[config.mk]
export PLATFORM = sky130hd
export DESIGN_NAME = eeprom_slave_front_flat
export DESIGN_NICKNAME = d
export VERILOG_FILES = /design/src/verilog/eeprom_front_pkg.sv /design/src/verilog/two_wire_if.sv /design/src/verilog/eeprom_slave_front.sv /design/src/flat_wrapper.sv
export VERILOG_INCLUDE_DIRS = /design/src /design/src/verilog
export SDC_FILE = /design/constraint.sdc
export NUM_CORES = 1
export LEC_CHECK = 0
export ABC_AREA = 1
export ABC_CLOCK_PERIOD_IN_PS = 1950
export BUFFER_PORTS_ARGS = -buffer_cell sky130_fd_sc_hd__buf_2
export CAP_MARGIN = 20
export CORE_UTILIZATION = 25
export DETAILED_ROUTE_END_ITERATION = 8
export SLEW_MARGIN = 20
export SYNTH_ARGS = -nofsm -noshare
export SYNTH_HDL_FRONTEND = slang
export SYNTH_SLANG_ARGS = --single-unit
[constraint.sdc]
create_clock -name clk_sys -period 1.95 [get_ports clk_sys]
set_clock_uncertainty 0.1 [all_clocks]
set_input_delay 0.195 -clock clk_sys [delete_from_list [all_inputs] [get_ports clk_sys]]
set_output_delay 0.195 -clock clk_sys [all_outputs]
set_load 0.05 [all_outputs]
[src/verilog/eeprom_front_params.svh]
// What this block does
// - Stop: data rises while clock high.
// - Start: data falls while clock high.
// - Stop ends transfer, await new start.
// - Read ends standby only after nack+stop.
// - Write stop launches 5 ms programming.
// - Ignore bus while programming; else watch start.
// - Transmitter releases data after 8 bits.
// - Receiver pulls data low on 9th pulse.
// - Device samples data on clock rise.
// - Master changes data only while clock low.
// - Master sends select code MSB first, 8 bits.
// - Top 4 select bits match type identifier.
// - Next 3 bits match used chip straps.
// - Address-carrying select bits skip strap compare.
// - Eighth bit: one read, zero write.
// - Matched select code gets acknowledge.
// - Mismatch: stay released, ignore, standby.
`ifndef EEPROM_FRONT_PARAMS_SVH
`define EEPROM_FRONT_PARAMS_SVH
`define CLK_SYS_HZ            40000000
`define PROGRAM_CYCLE_TIME_MS 5
`define PROGRAM_CYCLE_CYCLES  ((`CLK_SYS_HZ / 1000) * `PROGRAM_CYCLE_TIME_MS)
`define LINK_HALF_CYCLES      100
`define TYPE_ID_DEFAULT       4'h5
`define BIT_COUNT_BYTE        4'h8
`define BIT_COUNT_ACK         4'h9
`endif

[src/verilog/eeprom_front_pkg.sv]
`default_nettype none
package eeprom_front_pkg;
	typedef enum logic [4:0]
	{
		SL_IDLE = 5'h01,
		SL_RECV = 5'h02,
		SL_SEND = 5'h04,
		SL_ACK  = 5'h08,
		SL_MACK = 5'h10
	} slave_state_type;
	typedef enum logic [4:0]
	{
		MS_IDLE  = 5'h01,
		MS_START = 5'h02,
		MS_BIT   = 5'h04,
		MS_STOP  = 5'h08,
		MS_DONE  = 5'h10
	} master_state_type;
	// Size selector: number of select bits that carry address, 0 to 3.
	typedef logic [1:0] size_type;
endpackage
`default_nettype wire

[src/verilog/two_wire_if.sv]
`timescale 1ns/1ps
`default_nettype none
interface two_wire_if;
	logic scl_out;
	logic scl_oe;
	logic sda_m_out;
	logic sda_m_oe;
	logic sda_s_out;
	logic sda_s_oe;
	logic scl;
	logic sda;
	modport master
	(
		output scl_out, scl_oe, sda_m_out, sda_m_oe,
		input  scl, sda
	);
	modport memory
	(
		output sda_s_out, sda_s_oe,
		input  scl, sda
	);
endinterface
`default_nettype wire

[src/verilog/eeprom_slave_front.sv]
`timescale 1ns/1ps
`default_nettype none
`include "eeprom_front_params.svh"
module eeprom_slave_front
	import eeprom_front_pkg::*;
#(
	parameter int        PROGRAM_CYCLES = `PROGRAM_CYCLE_CYCLES,
	parameter logic [3:0] TYPE_ID       = `TYPE_ID_DEFAULT // Arbitrary value.
)
(
	// Clock and reset.
	input  wire logic       clk_sys,
	input  wire logic       rst_n,
	// Bus.
	two_wire_if.memory      bus,
	// Straps and configuration.
	input  wire logic [2:0] chip_select_straps,
	input  wire size_type   addr_bits_in_select,
	// Memory side.
	input  wire logic [7:0] read_data,
	output logic            read_take,
	output logic [7:0]      rx_byte,
	output logic            rx_valid,
	output logic            rx_is_select,
	output logic            selected,
	output logic            is_read,
	output logic [2:0]      select_addr,
	output logic            program_start,
	output logic            busy
);
	logic [2:0] scl_sync, sda_sync;
	logic       scl_level, sda_level;
	logic       next_scl_level, next_sda_level;
	slave_state_type state, next_state;
	logic [3:0]  bit_cnt, next_bit_cnt;
	logic [7:0]  shift, next_shift;
	logic        first, next_first;
	logic        wrote, next_wrote;
	logic        sda_low, next_sda_low;
	logic [31:0] prog_cnt, next_prog_cnt;
	logic        next_selected, next_is_read, next_rx_valid, next_rx_is_select;
	logic [7:0]  next_rx_byte;
	logic [2:0]  next_select_addr;
	logic        next_program_start, next_read_take;
	logic        scl_rise, scl_fall, start_ev, stop_ev;

	function automatic logic select_match(input logic [7:0] code, input logic [2:0] straps,
		input size_type nadr);
		logic [2:0] mask;
		mask = 3'h7 << nadr;
		select_match = (code[7:4] == TYPE_ID) &&
			(((code[3:1] ^ straps) & mask) == 3'h0);
	endfunction

	always_comb
	begin
		next_scl_level = scl_level;
		next_sda_level = sda_level;
		if (scl_sync[1] == scl_sync[2])
		begin
			next_scl_level = scl_sync[2];
		end
		if (sda_sync[1] == sda_sync[2])
		begin
			next_sda_level = sda_sync[2];
		end
	end

	assign scl_rise = next_scl_level & ~scl_level;
	assign scl_fall = ~next_scl_level & scl_level;
	assign start_ev = scl_level & next_scl_level & sda_level & ~next_sda_level;
	assign stop_ev  = scl_level & next_scl_level & ~sda_level & next_sda_level;

	always_comb
	begin
		next_state = state;
		next_bit_cnt = bit_cnt;
		next_shift = shift;
		next_first = first;
		next_wrote = wrote;
		next_sda_low = sda_low;
		next_prog_cnt = prog_cnt;
		next_selected = selected;
		next_is_read = is_read;
		next_rx_valid = 1'b0;
		next_rx_is_select = rx_is_select;
		next_rx_byte = rx_byte;
		next_select_addr = select_addr;
		next_program_start = 1'b0;
		next_read_take = 1'b0;
		if (prog_cnt != 32'h0)
		begin
			next_prog_cnt = prog_cnt - 32'h1;
			next_state = SL_IDLE;
			next_sda_low = 1'b0;
		end
		else if (stop_ev)
		begin
			next_state = SL_IDLE;
			next_sda_low = 1'b0;
			next_selected = 1'b0;
			if (wrote)
			begin
				next_prog_cnt = 32'(PROGRAM_CYCLES);
				next_program_start = 1'b1;
			end
			next_wrote = 1'b0;
		end
		else if (start_ev)
		begin
			next_state = SL_RECV;
			next_bit_cnt = 4'h0;
			next_first = 1'b1;
			next_sda_low = 1'b0;
			next_wrote = 1'b0;
		end
		else
		begin
			case (state)
				SL_IDLE:
				begin
					next_sda_low = 1'b0;
				end
				SL_RECV:
				begin
					if (scl_rise)
					begin
						next_shift = {shift[6:0], sda_level};
						next_bit_cnt = bit_cnt + 4'h1;
					end
					else if (scl_fall && bit_cnt == `BIT_COUNT_BYTE)
					begin
						next_bit_cnt = 4'h0;
						next_rx_byte = shift;
						next_rx_valid = 1'b1;
						next_rx_is_select = first;
						if (first)
						begin
							if (select_match(shift, chip_select_straps, addr_bits_in_select))
							begin
								next_selected = 1'b1;
								next_is_read = shift[0];
								next_select_addr = shift[3:1];
								next_sda_low = 1'b1;
								next_state = SL_ACK;
							end
							else
							begin
								next_selected = 1'b0;
								next_state = SL_IDLE;
							end
						end
						else
						begin
							next_wrote = 1'b1;
							next_sda_low = 1'b1;
							next_state = SL_ACK;
						end
						next_first = 1'b0;
					end
				end
				SL_ACK:
				begin
					if (scl_fall)
					begin
						next_sda_low = 1'b0;
						if (is_read)
						begin
							next_shift = read_data;
							next_read_take = 1'b1;
							next_sda_low = ~read_data[7];
							next_state = SL_SEND;
						end
						else
						begin
							next_state = SL_RECV;
						end
					end
				end
				SL_SEND:
				begin
					if (scl_fall)
					begin
						next_bit_cnt = bit_cnt + 4'h1;
						next_shift = {shift[6:0], 1'b0};
						if (bit_cnt == `BIT_COUNT_BYTE - 4'h1)
						begin
							next_sda_low = 1'b0;
							next_bit_cnt = 4'h0;
							next_state = SL_MACK;
						end
						else
						begin
							next_sda_low = ~shift[6];
						end
					end
				end
				SL_MACK:
				begin
					if (scl_rise)
					begin
						if (sda_level)
						begin
							next_state = SL_IDLE;
						end
						else
						begin
							next_state = SL_ACK;
						end
					end
				end
				default:
				begin
					next_state = SL_IDLE;
				end
			endcase
		end
	end

	always_ff @(posedge clk_sys)
	begin
		if (!rst_n)
		begin
			scl_sync <= 3'h7;
			sda_sync <= 3'h7;
			scl_level <= 1'b1;
			sda_level <= 1'b1;
			state <= SL_IDLE;
			bit_cnt <= 4'h0;
			shift <= 8'h0;
			first <= 1'b0;
			wrote <= 1'b0;
			sda_low <= 1'b0;
			prog_cnt <= 32'h0;
			selected <= 1'b0;
			is_read <= 1'b0;
			rx_valid <= 1'b0;
			rx_is_select <= 1'b0;
			rx_byte <= 8'h0;
			select_addr <= 3'h0;
			program_start <= 1'b0;
			read_take <= 1'b0;
		end
		else
		begin
			scl_sync <= {scl_sync[1:0], bus.scl};
			sda_sync <= {sda_sync[1:0], bus.sda};
			scl_level <= next_scl_level;
			sda_level <= next_sda_level;
			state <= next_state;
			bit_cnt <= next_bit_cnt;
			shift <= next_shift;
			first <= next_first;
			wrote <= next_wrote;
			sda_low <= next_sda_low;
			prog_cnt <= next_prog_cnt;
			selected <= next_selected;
			is_read <= next_is_read;
			rx_valid <= next_rx_valid;
			rx_is_select <= next_rx_is_select;
			rx_byte <= next_rx_byte;
			select_addr <= next_select_addr;
			program_start <= next_program_start;
			read_take <= next_read_take;
		end
	end

	// Open drain: only a low is ever driven.
	assign bus.sda_s_out = 1'b0;
	assign bus.sda_s_oe  = sda_low;
	assign busy = (prog_cnt != 32'h0);
endmodule
`default_nettype wire

[src/flat_wrapper.sv]
// flat-port wrapper written by rule: the top's interface ports become plain ports
module eeprom_slave_front_flat import eeprom_front_pkg::*;
#(
	parameter int        PROGRAM_CYCLES = `PROGRAM_CYCLE_CYCLES,
	parameter logic [3:0] TYPE_ID       = `TYPE_ID_DEFAULT                    
)
  (clk_sys, rst_n, chip_select_straps, addr_bits_in_select, read_data, read_take, rx_byte, rx_valid, rx_is_select, selected, is_read, select_addr, program_start, busy, bus_sda_s_out, bus_sda_s_oe, bus_scl, bus_sda);
  two_wire_if bus_i ();
  input  wire logic clk_sys;
  input  wire logic rst_n;
  input  wire logic [2:0] chip_select_straps;
  input  wire size_type addr_bits_in_select;
  input  wire logic [7:0] read_data;
  output logic read_take;
  output logic [7:0] rx_byte;
  output logic rx_valid;
  output logic rx_is_select;
  output logic selected;
  output logic is_read;
  output logic [2:0] select_addr;
  output logic program_start;
  output logic busy;
  output wire logic [$bits(bus_i.sda_s_out)-1:0] bus_sda_s_out;
  output wire logic [$bits(bus_i.sda_s_oe)-1:0] bus_sda_s_oe;
  input wire logic [$bits(bus_i.scl)-1:0] bus_scl;
  input wire logic [$bits(bus_i.sda)-1:0] bus_sda;
  assign bus_sda_s_out = bus_i.sda_s_out;
  assign bus_sda_s_oe = bus_i.sda_s_oe;
  assign bus_i.scl = bus_scl;
  assign bus_i.sda = bus_sda;
  eeprom_slave_front #(.PROGRAM_CYCLES(PROGRAM_CYCLES), .TYPE_ID(TYPE_ID)) u_core (.clk_sys(clk_sys), .rst_n(rst_n), .bus(bus_i), .chip_select_straps(chip_select_straps), .addr_bits_in_select(addr_bits_in_select), .read_data(read_data), .read_take(read_take), .rx_byte(rx_byte), .rx_valid(rx_valid), .rx_is_select(rx_is_select), .selected(selected), .is_read(is_read), .select_addr(select_addr), .program_start(program_start), .busy(busy));
endmodule
* Yosys cells after proc, flatten, opt, wreduce, memory -nomap -nowiden
Index checks and enable logic that the tools add are counted.
** Storage, ports and cells
- Bits in registers :: 77
- Input port bits :: 17
- Output and inout bits :: 20
- Word-level logic and storage cells :: 168
** Cells by class
- Add/sub/neg operators :: 2
- Equality and inequality tests :: 32
- Shift operators :: 1
- Muxes and demuxes :: 57
- Bitwise logic cells :: 24
- Reduce and logical (&&, ||, !) cells :: 32
** Operator list (number)
- $mux 32 :: 3
- $mux 4 :: 8
- $mux 8 :: 4
- $reduce_bool 32->1 :: 1
- $sub 32x1->32 const B :: 1
- $mux 1 :: 30
- $mux 5 :: 6
- $pmux 5 s5 :: 1
- $pmux 8 s3 :: 1
- $reduce_and 6->1 :: 3
- $ne 2x1->1 const B :: 8
- $reduce_and 8->1 :: 2
- $ne 3x1->1 const B :: 5
- $not 1->1 :: 15
- $reduce_and 5->1 :: 3
- $reduce_and 7->1 :: 2
- $reduce_bool 2->1 :: 7
- $ne 3x3->1 const B :: 4
- $reduce_bool 3->1 :: 4
- $reduce_or 6->1 :: 2
- $eq 4x3->1 const B :: 2
- $ne 2x2->1 const B :: 4
- $pmux 4 s2 :: 1
- $and 1x1->1 :: 7
- 21 further kinds :: 24

* Longest topological paths before layout
Gate-level depths: netlist of the first run.
- Depth in word-level cells :: 11
- Gate-level depth with buffers :: 11
- Depth with buffers taken out :: 11

* Worst setup path after synthesis of the first run
No wires, ideal clock.
- Path kind :: register to register
- From :: register u_core.prog_cnt[0]
- To :: register u_core.shift[1]
- Setup time :: 0.116 ns
- Data arrival time :: 1.743 ns
- Data required time :: 1.734 ns
- Path slack :: -0.008 ns
- Stages on the path, launching flop included :: 10
- Path buffers :: 0
- Period minus slack after synthesis :: 1.958 ns
- Cell sequence :: dfxtp_1 > inv_1 > ha_1 > nand2_4 > nor2_8 > nand4_4 > nor2_1 > nand2_1 > o21ai_0 > nor2_1
** Between the ends
- Word-level cells in the longest chain between the ends :: 3
** RTL lines
- start, declared :: RTL line eeprom_slave_front.sv:40 : logic [31:0] prog_cnt, next_prog_cnt;
- start signal, assigned :: RTL line eeprom_slave_front.sv:256 : prog_cnt <= next_prog_cnt;
- $reduce_bool 32->1
- named net busy :: RTL line flat_wrapper.sv:22 : output logic busy;
- $not 1->1 (no line)
- $reduce_and 8->1 (no line)
- end signal, assigned :: RTL line eeprom_slave_front.sv:252 : shift <= next_shift;
- end, declared :: RTL line eeprom_slave_front.sv:36 : logic [7:0] shift, next_shift;
The timed path passes the listed nets, and every way through them passes these cells.
A chain may end at the register's enable or synchronous reset.

* Final worst setup path of the first run
- From :: register u_core.prog_cnt[1]
- To :: output port busy
** Between the ends
- Word-level cells in the longest chain between the ends :: 1
** RTL lines
- $reduce_bool 32->1 :: RTL line eeprom_slave_front.sv:271 : assign busy = (prog_cnt != 32'h0);
- end, declared :: RTL line flat_wrapper.sv:22
Every way passes these cells.

==> results by group, run 1 <==
Status
  • Outcome: finished clean

Power
  • Worst vdd ir: ~0.54 mV
  • Pwr dens: between 1000 and 1500 mW/mm2
  • Leakage: 2.19 nW

Synthesis
  • Synth Area in Simple Gates: 0.400
  • Register area share after synthesis: 0.377
  • Yosys reg bits: between 70 and 80
  • Post-synthesis mux area share: 0
  • Number of synthesized flops with an enable pin: 0
  • Post-synth top cells: nand2_1, nor2_1, dfxtp_1, inv_1, nand3_1
  • Post-synth top flop: dfxtp_1
  • Synth Area in XOR/XNOR: 0.0471
  • Synth Cell Area: around 0.0041 mm2
  • Post-Synthesis Cells: 606
  • Area contributors post-synth: dfxtp_1, nand2_1, nor2_1
  • Mean Syn Cell Area: just under 7 um2
  • Compound-gate portion of the synthesized area: 0.0881
  • Ys Warns: 0
  • Largest family of logic cells by synthesized area: simple AND/OR/NAND/NOR gates
  • Most common cell in the synthesized netlist: nand2_1
  • Yosys top cell by area: dfxtp_1
  • Post-synth cell types: 42
  • Synth Net Count: between 600 and 700
  • Post-synthesis adder-cell area fraction: 0.00918
  • Async S/R FF share, synth: 0
  • Synth top area share: 0.377

Global routing
  • Vias in the first global route: roughly 3.5k
  • Grt ovf: 0
  • First-pass GRT wire length: 17100 um
  • Largest net degree at the start of global routing: 38
  • Initial antenna violation count: 0
  • Total global-route track usage: 0.130

Critical path
  • RR Endpoint: u_core.prog_cnt[21]
  • Critical-path cell list: inv_1 > ha_2 > nand2_4 > nor2_8 > nand4_4 > buf_8
  • Startpoint class of the critical path: flop
  • Critical Path Max Stage Delay: approximately 300 ps
  • CP Data Arrival Time: approximately 1600 ps
  • Crit. Startpoint: u_core.prog_cnt[1]
  • Crit. End Element: primary output
  • Crit path max fanout: 7
  • Crit path kind: reg2out
  • Setup slack on the worst flop-to-flop path: around 130 ps
  • Slowest CP cell: dfxtp_1
  • CP Data Required Time: between 1500 and 2000 ps
  • RR Startpoint: u_core.prog_cnt[0]
  • End of the critical path: busy
  • R2R cell count: 9

Placed design
  • # port buffers: 35
  • Post-DP HPWL: between 7000 and 8000 um
  • Routability cong.: roughly 0.90

Timing
  • Pins Over Slew Limit: 0
  • Max Freq: about 530 MHz
  • Setup tns final: 0 ps
  • Minimum clock period: 1870 ps
  • Crit share post-route: 0.961
  • Hold Vio Cnt, Final: 0
  • Final setup violation count: 0

Final layout
  • Antenna diodes: 0
  • Fill cell count: approximately 1.7k
  • Layout cells sized above 1: 0.185
  • Area added between synthesis and finish: 23.0%
  • Final design utilization: 0.316
  • Net total in the final layout: 689

Clock tree
  • Clock Path Buffers: 2
  • Num CTS Buffers: 9
  • Clk slew on worst S/H paths: about 60 ps
  • CTS sink count: 77
  • TritonCTS clock tree: built
  • Clk_lat worst skew: 340 ps
  • CTS Root Cell: clkbuf_16
  • H-Tree Depth: 3

Drt
  • Post-Route WL: 10500 um
  • Via count: approximately 4k
  • Drt pass-1 iters: 4
  • Via density: roughly 4.4
  • Post-route ant nets: 0
  • Wirelength per Cell: 11.8 um
  • DR DRC count: 0
  • Starting DRT DRC Count: 277

Min path
  • Min-delay worst type: in2reg
  • Hold Crit Depth: 5

Die
  • Starting Density: 0.257
  • Die height: roughly 130 um
  • Site Rows: 46
  • Die area: about 0.017 mm2
  • Core Region: around 0.016 mm2
  • DIE WIDTH: around 130 um
  • # IOs: 37

Run
  • Max-cap check violation count: 0
## state kept, by name, summed over array words and instances (netlist names), 3 cells and up
name and cells:
u_core.prog_cnt 32, u_core.state 5, u_core.shift 8, u_core.select_addr 3
u_core.sda_sync 3, u_core.bit_cnt 4, u_core.scl_sync 3, u_core.rx_byte 8
## cells in the final DEF, fill, tap and decap left out, drive strengths merged, types with 5 or more instances in the layout
cell type  netlist  final
nand2          138    138
nor2           124    124
dfxtp           77     77
inv             65     65
buf              6     64
nand3           40     40
o21ai           35     35
a21oi           30     30
nor3            26     26
xor2            16     16
nand4           11     11
clkbuf           8     10
xnor2            6      6
or2              6      6
clkinv           1      6
nand3b           5      5
## power breakdown
group	switching [W]	total [W]	internal, W	leakage [nW]
registers	0.000274	0.00214	0.00186	0.625
logic	0.00229	0.00360	0.00131	1.43
clock network	0.000666	0.00152	0.000859	0.132
## worst max-delay path: cells and delay by family, from the launching register on
kind | cells | cell delay (ps)
adders and majority gates | 1 | 210
DFF | 1 | 300
and+or+nand+nor | 3 | 420
buffers and inverters | 2 | 300
## what timing repair did
action	4_1_cts	5_1_grt
hold endpoints to repair	2	0
buffers inserted	0	10
hold buffers	2	0
pin swaps	0	4
endpoints found under the setup margin	1	24
resized for setup	2	20
## area by class of cell
type | instances | area (um2) | share of cell area
repair buffers | 66 | 435 | 0.0865
flip-flops and latches | 77 | 1540 | 0.306
inverters | 66 | 248 | 0.0492
multi-input cells | 449 | 2270 | 0.451
clock inverters | 6 | 40.0 | 0.00796
clock buffers | 10 | 229 | 0.0455
well taps | 216 | 270 | 0.0537
## stage by stage
| step | std cells | instance area (um2) | setup slack (ps) | hold WS [ps] | total power, W |
|---|---|---|---|---|---|
| final | 890 | 5030 | 75.1 | 110 | 0.00726 |
| after global routing | 890 | 5030 | -23.1 | 163 | 0.00785 |
| after CTS | 880 | 4910 | 8.74 | 122 | 0.00718 |
| after detailed placement | 862 | 4620 | 61.0 | 285 | 0.00562 |
| after global placement | 862 | 4620 | 116 | 283 | 0.00563 |
| after floorplan | 606 | 4090 | 14.2 | 202 | 0.00483 |
## cell families (layout without fill, tap and decap cells)
family                     count (synthesis)  in the layout
AOI/OAI and AO/OA                         69             69
adders and majority gates                  3              3
and+or+nand+nor                          354            354
other                                      1              1
buffers and inverters                     80            148
DFF                                       77             77
xor gates and xnor gates                  22             22
## per-layer routing
layer  track usage  wire length, um
met1         0.167             5080
met2         0.211             4770
met3        0.0258              424
met4        0.0595              195
met5             0                0
## worst min path at each step
stage / start / to / slack [ps]
floorplan: bus_scl / u_core.scl_sync[0] / 200
global placement: bus_scl / u_core.scl_sync[0] / 280
detailed placement: bus_scl / u_core.scl_sync[0] / 280
CTS: read_data[1] / u_core.shift[1] / 120
global route: read_data[1] / u_core.shift[1] / 160
finish: read_data[1] / u_core.shift[1] / 110
Power figures use the tool's default switching activity.
==> run 2, diff against run 1 <==
--- a/config.mk
+++ b/config.mk
@@ -10,6 +10,7 @@
 export ABC_CLOCK_PERIOD_IN_PS = 1950
 export BUFFER_PORTS_ARGS = -buffer_cell sky130_fd_sc_hd__buf_2
 export CAP_MARGIN = 20
+export CORE_MARGIN = 1.5
 export CORE_UTILIZATION = 25
 export DETAILED_ROUTE_END_ITERATION = 8
 export SLEW_MARGIN = 20
==> run 2 against run 1 <==
Against the previous run:
- total power rose by 4.6%
- highest routed layer unchanged
- largest cell class unchanged
- utilization rose by 0.38 points
- largest power group unchanged
- critical endpoint unchanged
- critical path type unchanged
- worst setup slack improved by 14 ps
==> results by group, run 2 (synthesized netlist as in run 1, its figures left out) <==
Timing
  • Crit share post-route: 0.954
  • Minimum clock period: 1860 ps
  • Final setup violation count: 0
  • Max Freq: roughly 540 MHz
  • Worst hold margin: 137 ps
  • RSZ-0062 raised after global routing: true
  • Pins Over Slew Limit: 0
  • Setup tns final: 0 ps
  • Hold Vio Cnt, Final: 0

Placed design
  • Routability cong.: between 0.8 and 0.9
  • Post-DP HPWL: between 7000 and 8000 um
  • Placed cells: approximately 860
  • # port buffers: 35

Final layout
  • Non-filler cells in the finished layout: 886
  • Antenna diodes: 0
  • Final design utilization: 0.319
  • Largest regs: u_core.prog_cnt (32), u_core.rx_byte (8), u_core.shift (8)
  • Fill cell count: between 1.5k and 2k
  • Largest register FFs: 32
  • Largest Register: u_core.prog_cnt
  • Most common cell after layout, fill and taps aside: nand2_1
  • Area added between synthesis and finish: 24.5%
  • Layout cells sized above 1: 0.188
  • Most frequent cells in the layout: nand2_1, nor2_1, dfxtp_1
  • Net total in the final layout: around 690

Clock tree
  • CTS sink count: 77
  • TritonCTS clock tree: built
  • Num CTS Buffers: 9
  • CTS Root Cell: clkbuf_16
  • H-Tree Depth: 3
  • Clk slew on worst S/H paths: 60 ps
  • Clock Path Buffers: 2
  • Clk_lat worst skew: between 300 and 400 ps

Critical path
  • Critical Path Max Stage Delay: 300 ps
  • CP Data Required Time: 1650 ps
  • Crit path kind: reg2out
  • Startpoint class of the critical path: flop
  • CP Data Arrival Time: ~1600 ps
  • Crit path max fanout: 7
  • Slowest CP cell: dfxtp_1
  • Crit. End Element: primary output
  • Delay-heaviest family, CP: simple AND/OR/NAND/NOR gates
  • Crit path buf inv count: 2
  • Critical-path cell list: inv_1 > ha_2 > nand2_4 > nor2_8 > nand4_4 > buf_6

Power
  • Leakage: approximately 2.2 nW
  • Switch Pwr: between 0.003 and 0.004 W
  • Clk pwr share: 0.243
  • Combinational Power Share: 0.475
  • Worst vdd ir: 0.552 mV
  • Flop pwr share: 0.281
  • Pwr dens: 1490 mW/mm2
  • Sw frac: 0.431
  • Internal power: 0.00432 W

Die
  • Die height: 131 um
  • DIE WIDTH: ~130 um
  • Starting Density: 0.257
  • # IOs: 37
  • Die area: 0.0171 mm2
  • Site Rows: 46
  • Core Region: ~0.016 mm2

Status
  • Outcome: finished clean

Drt
  • Wirelength per Cell: around 12 um
  • Post-Route WL: between 10000 and 15000 um
  • DR DRC count: 0
  • Via density: approximately 4.3
  • Post-route ant nets: 0
  • Starting DRT DRC Count: about 190
  • Via count: ~3.9k
  • Drt pass-1 iters: 4

Run
  • Max-cap check violation count: 0

Global routing
  • Initial antenna violation count: 0
  • Vias in the first global route: between 3k and 4k
  • First-pass GRT wire length: between 15000 and 20000 um
  • Grt ovf: 0
  • Total global-route track usage: 0.126
  • Largest net degree at the start of global routing: 40

Min path
  • Min-delay worst type: in2reg
[run 2: final cells by class]
cell class                 count  area (um2)  area share
inverter                      66         248      0.0487
clock inverter                 7         103      0.0202
tap                          216         270      0.0531
sequential                    77        1540       0.303
clock buffer                   9         225      0.0442
timing repair buffer          61         389      0.0764
multi-input combinational    450        2310       0.454
[run 2: through the flow]
stage | area (um2) | power (W) | setup slack, ps
floorplan | 4090 | 0.00483 | 14.2
global placement | 4610 | 0.00560 | 47.4
detailed placement | 4610 | 0.00559 | 41.4
CTS | 4980 | 0.00754 | 32.1
global route | 5090 | 0.00822 | -2.90
finish | 5090 | 0.00760 | 89.2
[run 2: worst paths after layout]
path                                    startpoint            endpoint  slack, ps  cells after the start
worst max-delay path            u_core.prog_cnt[1]                busy         90                      6
worst max register to register  u_core.prog_cnt[1]     u_core.selected        140                     10
worst min register to register  u_core.sda_sync[0]  u_core.sda_sync[1]        310                      1
worst min-delay path                  read_data[5]     u_core.shift[5]        140                      5
[run 2: power by group through the flow]
stage,logic [W],registers (W),clock network [W]
final,0.00361,0.00214,0.00185
after global routing,0.00408,0.00218,0.00196
after CTS,0.00352,0.00212,0.00190
after detailed placement,0.00345,0.00215,0
after global placement,0.00345,0.00215,0
after floorplan,0.00273,0.00209,0
[run 2: layer usage]
metal | global-route usage | part of all wire | vias to the layer above
met5 | 0 | 0 | -
met1 | 0.157 | 0.49 | 1716
met3 | 0.0334 | 0.042 | 15
met4 | 0.0452 | 0.016 | 0
li1 | - | - | 2050
met2 | 0.209 | 0.46 | 72
[run 2: timing repair]
action                     in CTS  in global routing
hold endpoints to repair        2                  0
hold buffers                    2                  0
setup endpoints to repair       1                 27
pin swaps                       0                  3
resized for setup               3                 31
cloned                          0                  1
buffers inserted                1                  3
[run 2: tightest hold or removal path: cells and delay by family]
family	cells	cell delay, ps
buffers and inverters	1	70
AND/OR/NAND/NOR	3	190
AO/OA/AOI/OAI	1	80
==> run 3, diff against run 2 <==
--- a/config.mk
+++ b/config.mk
@@ -7,12 +7,13 @@
 export NUM_CORES = 1
 export LEC_CHECK = 0
 export ABC_AREA = 1
-export ABC_CLOCK_PERIOD_IN_PS = 1950
+export ABC_CLOCK_PERIOD_IN_PS = 1800
 export BUFFER_PORTS_ARGS = -buffer_cell sky130_fd_sc_hd__buf_2
 export CAP_MARGIN = 20
 export CORE_MARGIN = 1.5
 export CORE_UTILIZATION = 25
 export DETAILED_ROUTE_END_ITERATION = 8
+export RECOVER_POWER = 50
 export SLEW_MARGIN = 20
 export SYNTH_ARGS = -nofsm -noshare
 export SYNTH_HDL_FRONTEND = slang
==> constraint.sdc (replaced) <==
create_clock -name clk_sys -period 1.8 [get_ports clk_sys]
set_clock_uncertainty 0.1 [all_clocks]
set_input_delay 0.18 -clock clk_sys [delete_from_list [all_inputs] [get_ports clk_sys]]
set_output_delay 0.18 -clock clk_sys [all_outputs]
set_load 0.05 [all_outputs]
==> run 3 against run 2 <==
Against the previous run:
- critical path depth down 1
- worst setup slack worse by 66 ps
- sequential share of layout area shrank 2.7 points
- count of clock-buffer cells in the layout increased by 4
- die area did not move
- utilization rose by 3.4 points
- largest cell class unchanged
- combinational power up 46%
- sequential power is 9% higher
- register-to-register slack lost 90 ps
==> results by group, run 3 (synthesized netlist as in run 1, its figures left out) <==
Drt
  • DR DRC count: 0
  • Starting DRT DRC Count: 271
  • Wirelength per Cell: approximately 12 um
  • Drt pass-1 iters: 4
  • Via count: between 4k and 5k
  • Via density: ~4.4
  • Post-route ant nets: 0
  • Post-Route WL: between 10000 and 15000 um

Clock tree
  • Num CTS Buffers: 9
  • CTS sink count: a little under 80
  • H-Tree Depth: 3
  • Clock Path Buffers: 2
  • TritonCTS clock tree: built
  • Clk slew on worst S/H paths: roughly 60 ps
  • Clk_lat worst skew: about 340 ps
  • CTS Root Cell: clkbuf_16

Global routing
  • Total global-route track usage: 0.133
  • Initial antenna violation count: 0
  • First-pass GRT wire length: 17500 um
  • Largest net degree at the start of global routing: 27
  • Vias in the first global route: roughly 3.6k
  • Grt ovf: 0

Power
  • Worst vdd ir: ~0.77 mV
  • Internal power: 0.00546 W
  • Tot Pwr: about 0.0095 W
  • Switch Pwr: around 0.004 W
  • Leakage: between 2 and 2.5 nW
  • Pwr dens: roughly 1700 mW/mm2
  • Flop pwr share: 0.246
  • Sw frac: 0.424
  • Combinational Power Share: 0.556
  • Clk pwr share: 0.198

Final layout
  • Non-filler cells in the finished layout: 930
  • Fin area: about 0.0056 mm2
  • Largest Register: u_core.prog_cnt
  • Most common cell after layout, fill and taps aside: nand2_1
  • Largest register FFs: 32
  • Most frequent cells in the layout: nand2_1, nor2_1, dfxtp_1
  • Net total in the final layout: roughly 730
  • Area added between synthesis and finish: 37.7%
  • Antenna diodes: 0
  • Final design utilization: 0.353
  • Largest regs: u_core.prog_cnt (32), u_core.rx_byte (8), u_core.shift (8)
  • Layout cells sized above 1: 0.287

Critical path
  • CP Data Required Time: 1520 ps
  • Crit. End Element: primary output
  • Crit path kind: reg2out
  • R2R cell count: 9
  • Startpoint class of the critical path: flop
  • RR Endpoint: u_core.select_addr[0]
  • Crit path max fanout: 7
  • Setup slack on the worst flop-to-flop path: around 50 ps
  • RR Startpoint: u_core.prog_cnt[28]
  • CP Data Arrival Time: approximately 1500 ps

Min path
  • Hold Crit Depth: 5
  • Min-delay worst type: in2reg
  • Critical hold path startpoint: read_data[1]
  • Hold Path End: u_core.shift[1]

Status
  • Outcome: finished clean

Timing
  • Slew HR: 0.596
  • Minimum clock period: around 1800 ps
  • Pins Over Slew Limit: 0
  • Final setup violation count: 0
  • Crit share post-route: 0.987
  • RSZ-0062 raised after global routing: true
  • Hold Vio Cnt, Final: 0
  • Max Freq: ~560 MHz
  • Tightest Pin Transition: 609 ps

Placed design
  • Placed cells: about 900
  • Placed inst area: roughly 0.0049 mm2
  • Routability cong.: just under 0.9
  • Post-DP HPWL: between 8000 and 9000 um
  • # port buffers: 35

Die
  • Starting Density: 0.257
  • Die area: 0.0171 mm2
  • Die height: around 130 um
  • DIE WIDTH: 131 um
  • Core Region: roughly 0.016 mm2
  • Site Rows: 46
  • # IOs: 37

Run
  • Max-cap check violation count: 0
[run 3: changes by cell type in the layout (fill, tap and decap cells not counted), moves of 9 or more]
cell      previous run  this run
nand2_1            130       121
buf_2               34        15
buf_4               23        59
a21oi_2              0        13
a21oi_1             29        16
clkbuf_1             0        20
nor2_1             101        84
nor2_2              13        22
[run 3: layout make-up]
cell class / count / area [um2]
sequential: 77 / 1550
timing repair buffer: 105 / 719
tap: 216 / 270
clock buffer: 13 / 270
multi-input combinational: 450 / 2520
clock inverter: 3 / 42.5
inverter: 66 / 250
fill: 1685 / 10300
[run 3: power groups by stage]
stage	Sequential (W)	Combinational (W)	Clock, W
after floorplan	0.00227	0.00300	0
after CTS	0.00226	0.00460	0.00193
after detailed placement	0.00227	0.00429	0
after global routing	0.00237	0.00580	0.00202
final	0.00233	0.00527	0.00188
after global placement	0.00227	0.00430	0
[run 3: what timing repair did]
| action | 4_1_cts | 5_1_grt |
|---|---|---|
| endpoints found under the setup margin | 5 | 49 |
| resized for setup | 15 | 99 |
| hold endpoints to repair | 2 | 0 |
| gates cloned | 0 | 1 |
| hold buffers | 2 | 0 |
| pin swaps | 9 | 40 |
| setup buffers | 6 | 9 |
[run 3: worst max path at each step]
stage	to	slack [ps]	depth (start not counted)	start
after floorplan	u_core.shift[1]	9	9	u_core.prog_cnt[1]
after global placement	u_core.shift[7]	5	8	u_core.prog_cnt[26]
after detailed placement	u_core.shift[3]	-20	8	u_core.prog_cnt[24]
after CTS	busy	-7	6	u_core.prog_cnt[0]
after global routing	u_core.select_addr[0]	-100	10	u_core.prog_cnt[14]
final	busy	20	5	u_core.prog_cnt[28]
[run 3: worst max-delay path, cell delays in order (launching register included)]
cell     delay [ps]
dfxtp_1         370
inv_1            80
nand3_1         110
nor2_2          160
nand4_4         210
buf_8           220
[run 3: layer usage]
metal,global-route usage,up-vias,routed length (um)
li1,-,2157,-
met5,0,-,0
met3,0.0314,19,472
met4,0.0569,0,233
met1,0.174,1851,5390
met2,0.211,81,5180
[run 3: metrics by stage]
stage / worst slack [ps] / TNS (ps) / hold WS (ps)
final: 23.6 / 0 / 104
after global routing: -97.9 / -701 / 143
after CTS: -6.80 / -6.80 / 114
after detailed placement: -16.7 / -33.2 / 269
after global placement: 4.93 / 0 / 268
after floorplan: 9.14 / 0 / 187
